### src/hw/charge_setpoint_map.svh
`ifndef CHARGE_SETPOINT_MAP_SVH
`define CHARGE_SETPOINT_MAP_SVH

// Byte offsets of the setpoint registers
`define ADDR_CUR_LO 8'h02
`define ADDR_CUR_HI 8'h03
`define ADDR_VOLT_LO 8'h04
`define ADDR_VOLT_HI 8'h05

// Field positions
`define CUR_LO_MSB 7
`define CUR_LO_LSB 6
`define CUR_HI_MSB 4
`define VOLT_LO_MSB 7
`define VOLT_LO_LSB 3
`define VOLT_HI_MSB 6
`define VOLT_HI_RSVD 7

// Reset values
`define CUR_RESET 7'h02
`define CUR_LO_RESET 8'h80
`define CELLS_RESET 3'h1

// Voltage field limits in 8 mV steps: 1024 mV and 23000 mV
`define VOLT_MIN 12'h080
`define VOLT_MAX 12'hb3b

// Default voltage field per cell count: 4200, 8400, 12600, 16800, 21000 mV
`define VOLT_DEF_1S 12'h20d
`define VOLT_DEF_2S 12'h41a
`define VOLT_DEF_3S 12'h627
`define VOLT_DEF_4S 12'h834
`define VOLT_DEF_5S 12'ha41

// Low-battery clamp figures in mA and mV
`define CLAMP_LOW_MA 16'h0180
`define CLAMP_MID_MA 16'h07d0
`define CLAMP_NONE_MA 16'hffff
`define ONE_CELL_LOW_MV 16'h0bb8

`endif

### src/hw/charge_setpoint_pkg.sv
package charge_setpoint_pkg;

    typedef enum logic [1:0] {
        ST_SYNC_A,
        ST_SYNC_B,
        ST_LOAD,
        ST_RUN
    } init_state_t;

endpackage

### src/hw/clamp_if.sv
`timescale 1ns/100ps
interface clamp_if;
    logic [2:0] cells;
    logic [15:0] bat_mv;
    logic [15:0] vsys_mv;
    logic [15:0] req_ma;
    logic [15:0] lim_ma;

    modport requester (output cells, output bat_mv, output vsys_mv, output req_ma,
                       input lim_ma);
    modport clamp (input cells, input bat_mv, input vsys_mv, input req_ma,
                   output lim_ma);
endinterface

### src/hw/charge_setpoint_registers.sv
// Operation
// - Current low byte bit 7 adds 256 mA and bit 6 adds 128 mA; bit 7 resets to one, bit 6 to zero.
// - Written values in current low byte bits 5-0 and voltage low byte bits 2-0 are ignored and read zero.
// - For two to five cells the current is clamped to 384 mA while the battery is below min system voltage.
// - For one cell the current is clamped to 384 mA below 3 V and 2 A up to min system voltage.
// - The voltage setting spans 1.024 V to 23.000 V in 8 mV steps.
// - A nonzero voltage write outside 1.024 V to 23.000 V is discarded and the old setting kept.
// - After power-on the voltage loads a default picked by the cell count pin.
// - With charger ok high, writing a nonzero current value starts charging, using the held voltage.
// - Writing zero voltage keeps the voltage and forces the current to zero, stopping charge.
// - The 12-bit voltage field spans high byte bits 6-0 and low byte bits 7-3, 8 mV to 16384 mV.
// - Voltage high byte bit 7 is reserved, resets zero, and a write with it set is invalid.
// - Current high byte bits 4-0 carry current bits 6-2, weights 8192 mA to 512 mA.
`timescale 1ns/100ps
`include "charge_setpoint_map.svh"
module charge_setpoint_registers
    import charge_setpoint_pkg::*;
(
    input wire logic i_ref_clk,
    input wire logic i_resetn,
    input wire logic i_wr_en,
    input wire logic i_rd_en,
    input wire logic [7:0] i_addr,
    input wire logic [7:0] i_wr_data,
    input wire logic i_charger_ok_status,
    input wire logic [2:0] i_cell_count_pin,
    input wire logic [15:0] i_battery_mv,
    input wire logic [15:0] i_min_system_voltage_mv,
    output logic [7:0] o_rd_data,
    output logic o_charge_enable,
    output logic [15:0] o_charge_current_ma,
    output logic [15:0] o_charge_voltage_mv
);
    typedef struct packed {
        init_state_t st;
        logic ok_s1;
        logic ok_s2;
        logic [2:0] cell_s1;
        logic [2:0] cell_s2;
        logic [15:0] bat_s1;
        logic [15:0] bat_s2;
        logic [15:0] vsys_s1;
        logic [15:0] vsys_s2;
        logic [2:0] cells;
        logic [6:0] cur;
        logic [7:0] cur_lo_pend;
        logic [11:0] volt;
        logic [7:0] volt_lo_pend;
        logic chg_en;
        logic [7:0] rd;
        logic [15:0] cur_out;
        logic [15:0] volt_out;
    } regs_t;

    localparam regs_t RESET_STATE = '{
        st: ST_SYNC_A,
        cells: `CELLS_RESET,
        cur: `CUR_RESET,
        cur_lo_pend: `CUR_LO_RESET,
        volt: `VOLT_DEF_1S,
        default: '0
    };

    regs_t state_reg;
    regs_t state_next;
    clamp_if u_clamp_if();

    function automatic logic volt_in_range(input logic [11:0] v);
        return (v >= `VOLT_MIN) && (v <= `VOLT_MAX);
    endfunction

    function automatic logic [11:0] default_volt(input logic [2:0] cells);
        case (cells)
            3'h2: default_volt = `VOLT_DEF_2S;
            3'h3: default_volt = `VOLT_DEF_3S;
            3'h4: default_volt = `VOLT_DEF_4S;
            3'h5: default_volt = `VOLT_DEF_5S;
            default: default_volt = `VOLT_DEF_1S;
        endcase
    endfunction

    // Reserved bits read as zero because read_byte fills them with constant zeros
    function automatic logic [7:0] read_byte(input logic [7:0] addr, input logic [6:0] cur,
                                             input logic [11:0] volt);
        case (addr)
            `ADDR_CUR_LO: read_byte = {cur[1:0], 6'h00};
            `ADDR_CUR_HI: read_byte = {3'h0, cur[6:2]};
            `ADDR_VOLT_LO: read_byte = {volt[4:0], 3'h0};
            `ADDR_VOLT_HI: read_byte = {1'b0, volt[11:5]};
            default: read_byte = 8'h00;
        endcase
    endfunction

    logic [6:0] cur_wr;
    logic [11:0] volt_wr;
    logic wr_run;

    assign cur_wr = {i_wr_data[`CUR_HI_MSB:0], state_reg.cur_lo_pend[`CUR_LO_MSB:`CUR_LO_LSB]};
    assign volt_wr = {i_wr_data[`VOLT_HI_MSB:0],
                      state_reg.volt_lo_pend[`VOLT_LO_MSB:`VOLT_LO_LSB]};
    assign wr_run = i_wr_en && (state_reg.st == ST_RUN);

    assign u_clamp_if.cells = state_reg.cells;
    assign u_clamp_if.bat_mv = state_reg.bat_s2;
    assign u_clamp_if.vsys_mv = state_reg.vsys_s2;
    assign u_clamp_if.req_ma = {2'b00, state_reg.cur, 7'h00};

    current_clamp u_current_clamp (
        .c(u_clamp_if.clamp)
    );

    always_comb begin
        state_next = state_reg;
        state_next.ok_s1 = i_charger_ok_status;
        state_next.ok_s2 = state_reg.ok_s1;
        state_next.cell_s1 = i_cell_count_pin;
        state_next.cell_s2 = state_reg.cell_s1;
        state_next.bat_s1 = i_battery_mv;
        state_next.bat_s2 = state_reg.bat_s1;
        state_next.vsys_s1 = i_min_system_voltage_mv;
        state_next.vsys_s2 = state_reg.vsys_s1;
        if (i_rd_en) begin
            state_next.rd = read_byte(i_addr, state_reg.cur, state_reg.volt);
        end
        // Strap is read only after it has crossed the synchroniser
        case (state_reg.st)
            ST_SYNC_A: state_next.st = ST_SYNC_B;
            ST_SYNC_B: state_next.st = ST_LOAD;
            ST_LOAD: begin
                // Unused strap codes fall back to one cell, matching the default voltage
                state_next.cells = (state_reg.cell_s2 >= 3'h2 && state_reg.cell_s2 <= 3'h5)
                                   ? state_reg.cell_s2 : 3'h1;
                state_next.volt = default_volt(state_reg.cell_s2);
                state_next.st = ST_RUN;
            end
            ST_RUN: begin
                if (i_wr_en) begin
                    case (i_addr)
                        `ADDR_CUR_LO: state_next.cur_lo_pend = i_wr_data;
                        `ADDR_CUR_HI: begin
                            // Reserved high bits set mark the whole word invalid
                            if (i_wr_data[7:5] == 3'h0) begin
                                state_next.cur = cur_wr;
                                state_next.chg_en = state_reg.ok_s2 && (cur_wr != 7'h00);
                            end
                        end
                        `ADDR_VOLT_LO: state_next.volt_lo_pend = i_wr_data;
                        `ADDR_VOLT_HI: begin
                            if (i_wr_data[`VOLT_HI_RSVD]) begin
                                state_next.volt = state_reg.volt;
                            end else if (volt_wr == 12'h000) begin
                                state_next.cur = 7'h00;
                                state_next.chg_en = 1'b0;
                            end else if (volt_in_range(volt_wr)) begin
                                state_next.volt = volt_wr;
                            end
                        end
                        default: state_next.st = ST_RUN;
                    endcase
                end
            end
            default: state_next.st = ST_SYNC_A;
        endcase
        if (!state_reg.ok_s2) begin
            state_next.chg_en = 1'b0;
        end
        state_next.cur_out = u_clamp_if.lim_ma;
        state_next.volt_out = {1'b0, state_reg.volt, 3'h0};
    end

    always_ff @(posedge i_ref_clk) begin
        if (!i_resetn) begin
            state_reg <= RESET_STATE;
        end else begin
            state_reg <= state_next;
        end
    end

    assign o_rd_data = state_reg.rd;
    assign o_charge_enable = state_reg.chg_en;
    assign o_charge_current_ma = state_reg.cur_out;
    assign o_charge_voltage_mv = state_reg.volt_out;
endmodule // charge_setpoint_registers

### src/hw/current_clamp.sv
`timescale 1ns/100ps
`include "charge_setpoint_map.svh"
module current_clamp (
    clamp_if.clamp c
);
    logic [15:0] limit;

    always_comb begin
        limit = `CLAMP_NONE_MA;
        if (c.cells == 3'h1) begin
            if (c.bat_mv < `ONE_CELL_LOW_MV) begin
                limit = `CLAMP_LOW_MA;
            end else if (c.bat_mv <= c.vsys_mv) begin
                limit = `CLAMP_MID_MA;
            end
        end else if (c.bat_mv < c.vsys_mv) begin
            limit = `CLAMP_LOW_MA;
        end
        c.lim_ma = (c.req_ma < limit) ? c.req_ma : limit;
    end
endmodule // current_clamp

### config.mk
export PLATFORM = sky130hd
export DESIGN_NAME = charge_setpoint_registers
export DESIGN_NICKNAME = d
export VERILOG_FILES = /design/src/hw/charge_setpoint_pkg.sv /design/src/hw/clamp_if.sv /design/src/hw/charge_setpoint_registers.sv /design/src/hw/current_clamp.sv
export VERILOG_INCLUDE_DIRS = /design/src /design/src/hw
export SDC_FILE = /design/constraint.sdc
export NUM_CORES = 1
export LEC_CHECK = 0
export BUFFER_PORTS_ARGS = -buffer_cell sky130_fd_sc_hd__buf_2
export CORE_UTILIZATION = 37
export CTS_BUF_LIST = sky130_fd_sc_hd__clkbuf_4 sky130_fd_sc_hd__clkbuf_8 sky130_fd_sc_hd__clkbuf_16
export DETAILED_ROUTE_END_ITERATION = 12
export GPL_TIMING_DRIVEN = 1
export SLEW_MARGIN = 10
export SYNTH_ARGS = -nofsm -noshare
export SYNTH_HDL_FRONTEND = slang
export SYNTH_HIERARCHICAL = 1
export SYNTH_SLANG_ARGS = --single-unit
export TNS_END_PERCENT = 50
### constraint.sdc
create_clock -name i_ref_clk -period 4.2 [get_ports i_ref_clk]
set_clock_uncertainty 0.05 [all_clocks]
set_input_delay 0.21 -clock i_ref_clk [delete_from_list [all_inputs] [get_ports i_ref_clk]]
set_output_delay 0.21 -clock i_ref_clk [all_outputs]
set_load 0.01 [all_outputs]
==> out/metrics.sh <==
REPORT.FINAL.SETUP_VIOL=0
CRITICAL_PATH.MAX_FANOUT=9
HOLD_PATH_STARTPOINT='i_wr_data[1]'
WIRELENGTH_MM=11.7
ROUTE.DETAILED.DRC=0
SYNTH-EDFF-COUNT=0
YOSYSUNIQUECELLTYPES=59
CTS-ROOT-TO-SINK-BUFFERS=2
TNS_NS=0
SYNTHESIS.AREA_PER_INSTANCE_UM2=9.52
SYNTH_TOP_FLOP_CELL='dfxtp_1'
NUMCTSBUFFERS=17
LARGEST_REGISTER_FFS=48
WORST_PIN_SLEW_NS=0.887
MIN_PATH_TYPE='input port to flip-flop'
REG2REGPATHDEPTH=14
HOLD_ENDPOINT='state_reg[72]$_SDFFE_PN0P_'
LARGEST_NET_DEGREE_AT_THE_START_OF_GLOBAL_ROUTING=120
TIMING.REG2REG.SETUP_SLACK_NS=0.34
YOSYS-TOP-CELLS-AREA='dfxtp_1 (48%), and2_1 (11%), ha_1 (6.3%)'
LAYOUT.AREA.SEQ_UM2=2800
SLEW_VIOLATIONS=0
ANTENNA_FOUND_INITIAL=0
SYNTH_TOP_AREA_SHARE_PCT=48.3
WORST_HOLD_PATH.NUM_CELLS=3
POST_SYNTH_INST_COUNT=609
PLACEMENT_ROWS=45
CLOCK_INSERTION_DELAY_WORST_SKEW_NS=0.42
WIRE_LENGTH_OF_THE_FIRST_GLOBAL_ROUTING_PASS_MM=19.3
SYNTHMOSTINSTANTIATEDCELL='dfxtp_1'
DIE_AREA_UM2=16200
CRITICAL_PATH.STARTPOINT_TYPE='flip-flop'
WORST_HOLD_SLACK_NS=0.0426
TRACK_USAGE_PCT=15.2
DPL.HPWL_MM=8.11
OUTCOME='finished clean'
POST-ROUTE-CELL-AREA_UM2=7180
FRACTION_OF_THE_YOSYS_AREA_TAKEN_BY_SEQUENTIAL_CELLS_PCT=48.3
TIMING.FINAL.CRIT_SHARE_PCT=91.8
NETS=801
CLOCK.FMAX_MHz=259
TIMING.RR.START='u_clamp_if.vsys_mv[6]$_SDFF_PN0_'
IOPINCOUNT=97
SYNTHESIS.YOSYS.WARNINGS=6
WORSTSETUPENDPOINTTYPE='flip-flop'
CTS.REPAIR_TIMING.SETUP_BUFFER_COUNT=0
SYNTH_AREA_LEADER_CELL='dfxtp_1'
DESIGN.CORE.AREA_UM2=15300
INITIALDRTVIOLATIONCOUNT=211
TRITONCTS='done'
START_UTIL_PCT=38.0
ANT_NETS=0
SYNTH.CELL_AREA_UM2=5800
CTS.ROOT.BUFFER_CELL='clkbuf_16'
RSZ0062_AT_GRT='no'
GRT_PASS1_VIAS=4166
ROUTE.DETAILED.WL_PER_INST_UM=12.5
CELLLEAKAGEPOWER_nW=3.11
CLOCK_SINKS=140
ROUTE.VIAS.TOTAL=4266
MAXCAPVIOLCOUNT=0
ASYNC_FLOP_SHARE_PCT=0
FINAL_HOLD_VIOL_COUNT=0
MULTI_INPUT_COMBINATIONAL_CELL_AREA_UM2=2560
DIE_X_UM=127
AREA_GROW_SYN2LAYOUT_PCT=23.8
NFILLCELLS=1451
R2R-END='o_charge_current_ma[8]$_SDFF_PN0_'
TIMING.MAX_SLEW.REL_SLACK_PCT=40.9
DRT_FIRST_PASS_ITERS=4
GP_ROUTABILITY_CONGESTION=0.836
WORST_PATH_REQUIRED_TIME_NS=4.46
LAYOUT_CELLS_SIZED_ABOVE_1_PCT=19.6
REMAINING_GLOBAL_ROUTE_OVERFLOW=0
DIEHEIGHT_UM=127
YOSYS_REGISTER_BITS=140
IR_WORST_VDD_mV=0.337
TOT_PWR_mW=3.31
WORST-ENDPOINT-ARRIVAL_NS=4.11
NUMPORTBUFFERS=92
POWERDENSITY_nW_PER_UM2=461
SYNTH_COMMON_CELLS='dfxtp_1 (140), and2_1 (104), buf_4 (40)'
CTS.CLK_SLEW.WORST_PATHS_NS=0.05
TIMING_WORST_SETUP_PATH_TYPE='flip-flop to flip-flop'
CTS.HTREE.LEVELS=4
VIA_PER_INST=4.54
PLACE_AREA_UM2=6220
INSERTEDDIODECOUNT=0
MIN_TCLK_POST_ROUTE_NS=3.86
[metal layers]
| layer | vias to the layer above | global-route usage, % | wire [um] |
|---|---|---|---|
| met5 | - | 0 | 0 |
| met4 | 0 | 6.58 | 163 |
| li1 | 2206 | - | - |
| met1 | 1934 | 18.5 | 5500 |
| met3 | 15 | 4.86 | 584 |
| met2 | 111 | 24.9 | 5470 |
[worst max path at each step]
stage,start,end,depth (start not counted)
after global placement,u_clamp_if.vsys_mv[6]$_SDFF_PN0_,o_charge_current_ma[8]$_SDFF_PN0_,14
after detailed placement,u_clamp_if.vsys_mv[6]$_SDFF_PN0_,o_charge_current_ma[8]$_SDFF_PN0_,14
after floorplan,u_clamp_if.vsys_mv[6]$_SDFF_PN0_,o_charge_current_ma[7]$_SDFF_PN0_,14
final,u_clamp_if.vsys_mv[6]$_SDFF_PN0_,o_charge_current_ma[8]$_SDFF_PN0_,14
after CTS,u_clamp_if.vsys_mv[6]$_SDFF_PN0_,o_charge_current_ma[8]$_SDFF_PN0_,14
after global routing,u_clamp_if.vsys_mv[6]$_SDFF_PN0_,o_charge_current_ma[8]$_SDFF_PN0_,14
[timing repair]
item | in CTS | in global routing
gates resized for setup | 0 | 0
endpoints found under the hold margin | 36 | 0
hold buffers | 36 | 0
setup endpoints to repair | 0 | 0
[worst max-delay path, stage by stage (launching register included)]
cell and delay (ns):
dfxtp_1 0.31, inv_1 0.04, ha_1 0.28, a21o_1 0.19
a221oi_1 0.31, o22ai_1 0.13, a211o_2 0.38, nand2_1 0.29
ha_1 0.32, o21ai_0 0.26, o21ai_2 0.12, a2111oi_2 0.48
a311oi_4 0.21, or2_1 0.24, and2_1 0.15
[cell type report]
class | count | share of cell area, %
clock buffer | 22 | 6.71
timing repair buffer | 131 | 11.8
tap | 211 | 3.68
sequential | 140 | 39.1
clock inverter | 9 | 1.57
multi-input combinational | 396 | 35.7
inverter | 30 | 1.57
[cells by family (layout without fill, tap and decap cells)]
logic type / count (synthesis) / after routing / share of synthesized area [%]
DFF: 140 / 140 / 48.3
buffers and inverters: 95 / 192 / 8.94
adders and majority gates: 29 / 29 / 6.26
other: 1 / 23 / 0.0647
muxes: 15 / 15 / 2.68
AOI/OAI and AO/OA: 96 / 96 / 11.6
and+or+nand+nor: 233 / 233 / 22.1
[layout by cell type, fill, tap and decap left out, drive strengths merged, types with 3 or more instances in the layout]
cell type    count
o21ai           18
a31oi            4
ha              29
mux2             4
a32oi            3
nor2            39
nor4             4
nand2b           4
nand2           30
o21a            11
clkinvlp         4
nand4            8
dlygate4sd3     36
dfxtp          140
o22ai            4
clkbuf          22
buf             95
nor3             5
a21oi           23
conb            23
o211ai           4
and2           105
inv             31
nand3           17
a211oi           6
or2              4
and3             4
mux2i           11
a22oi            6
nand3b           3
[report_power, final]
part / internal, mW / switching, mW / leakage (nW)
combinational: 0.197 / 0.217 / 1.68
clock: 0.931 / 0.542 / 0.282
sequential: 1.40 / 0.0241 / 1.15
total: 2.53 / 0.783 / 3.11
[through the flow]
step	setup WS, ns	utilization (%)	std cells
3_5_place_dp	0.388	40.8	872
4_1_cts	0.382	47.0	939
3_3_place_gp	0.585	40.8	872
2_1_floorplan	0.475	-	631
6_report	0.344	47.0	939
5_1_grt	0.0717	47.0	939
No activity file was read; power rests on OpenSTA's default activity.
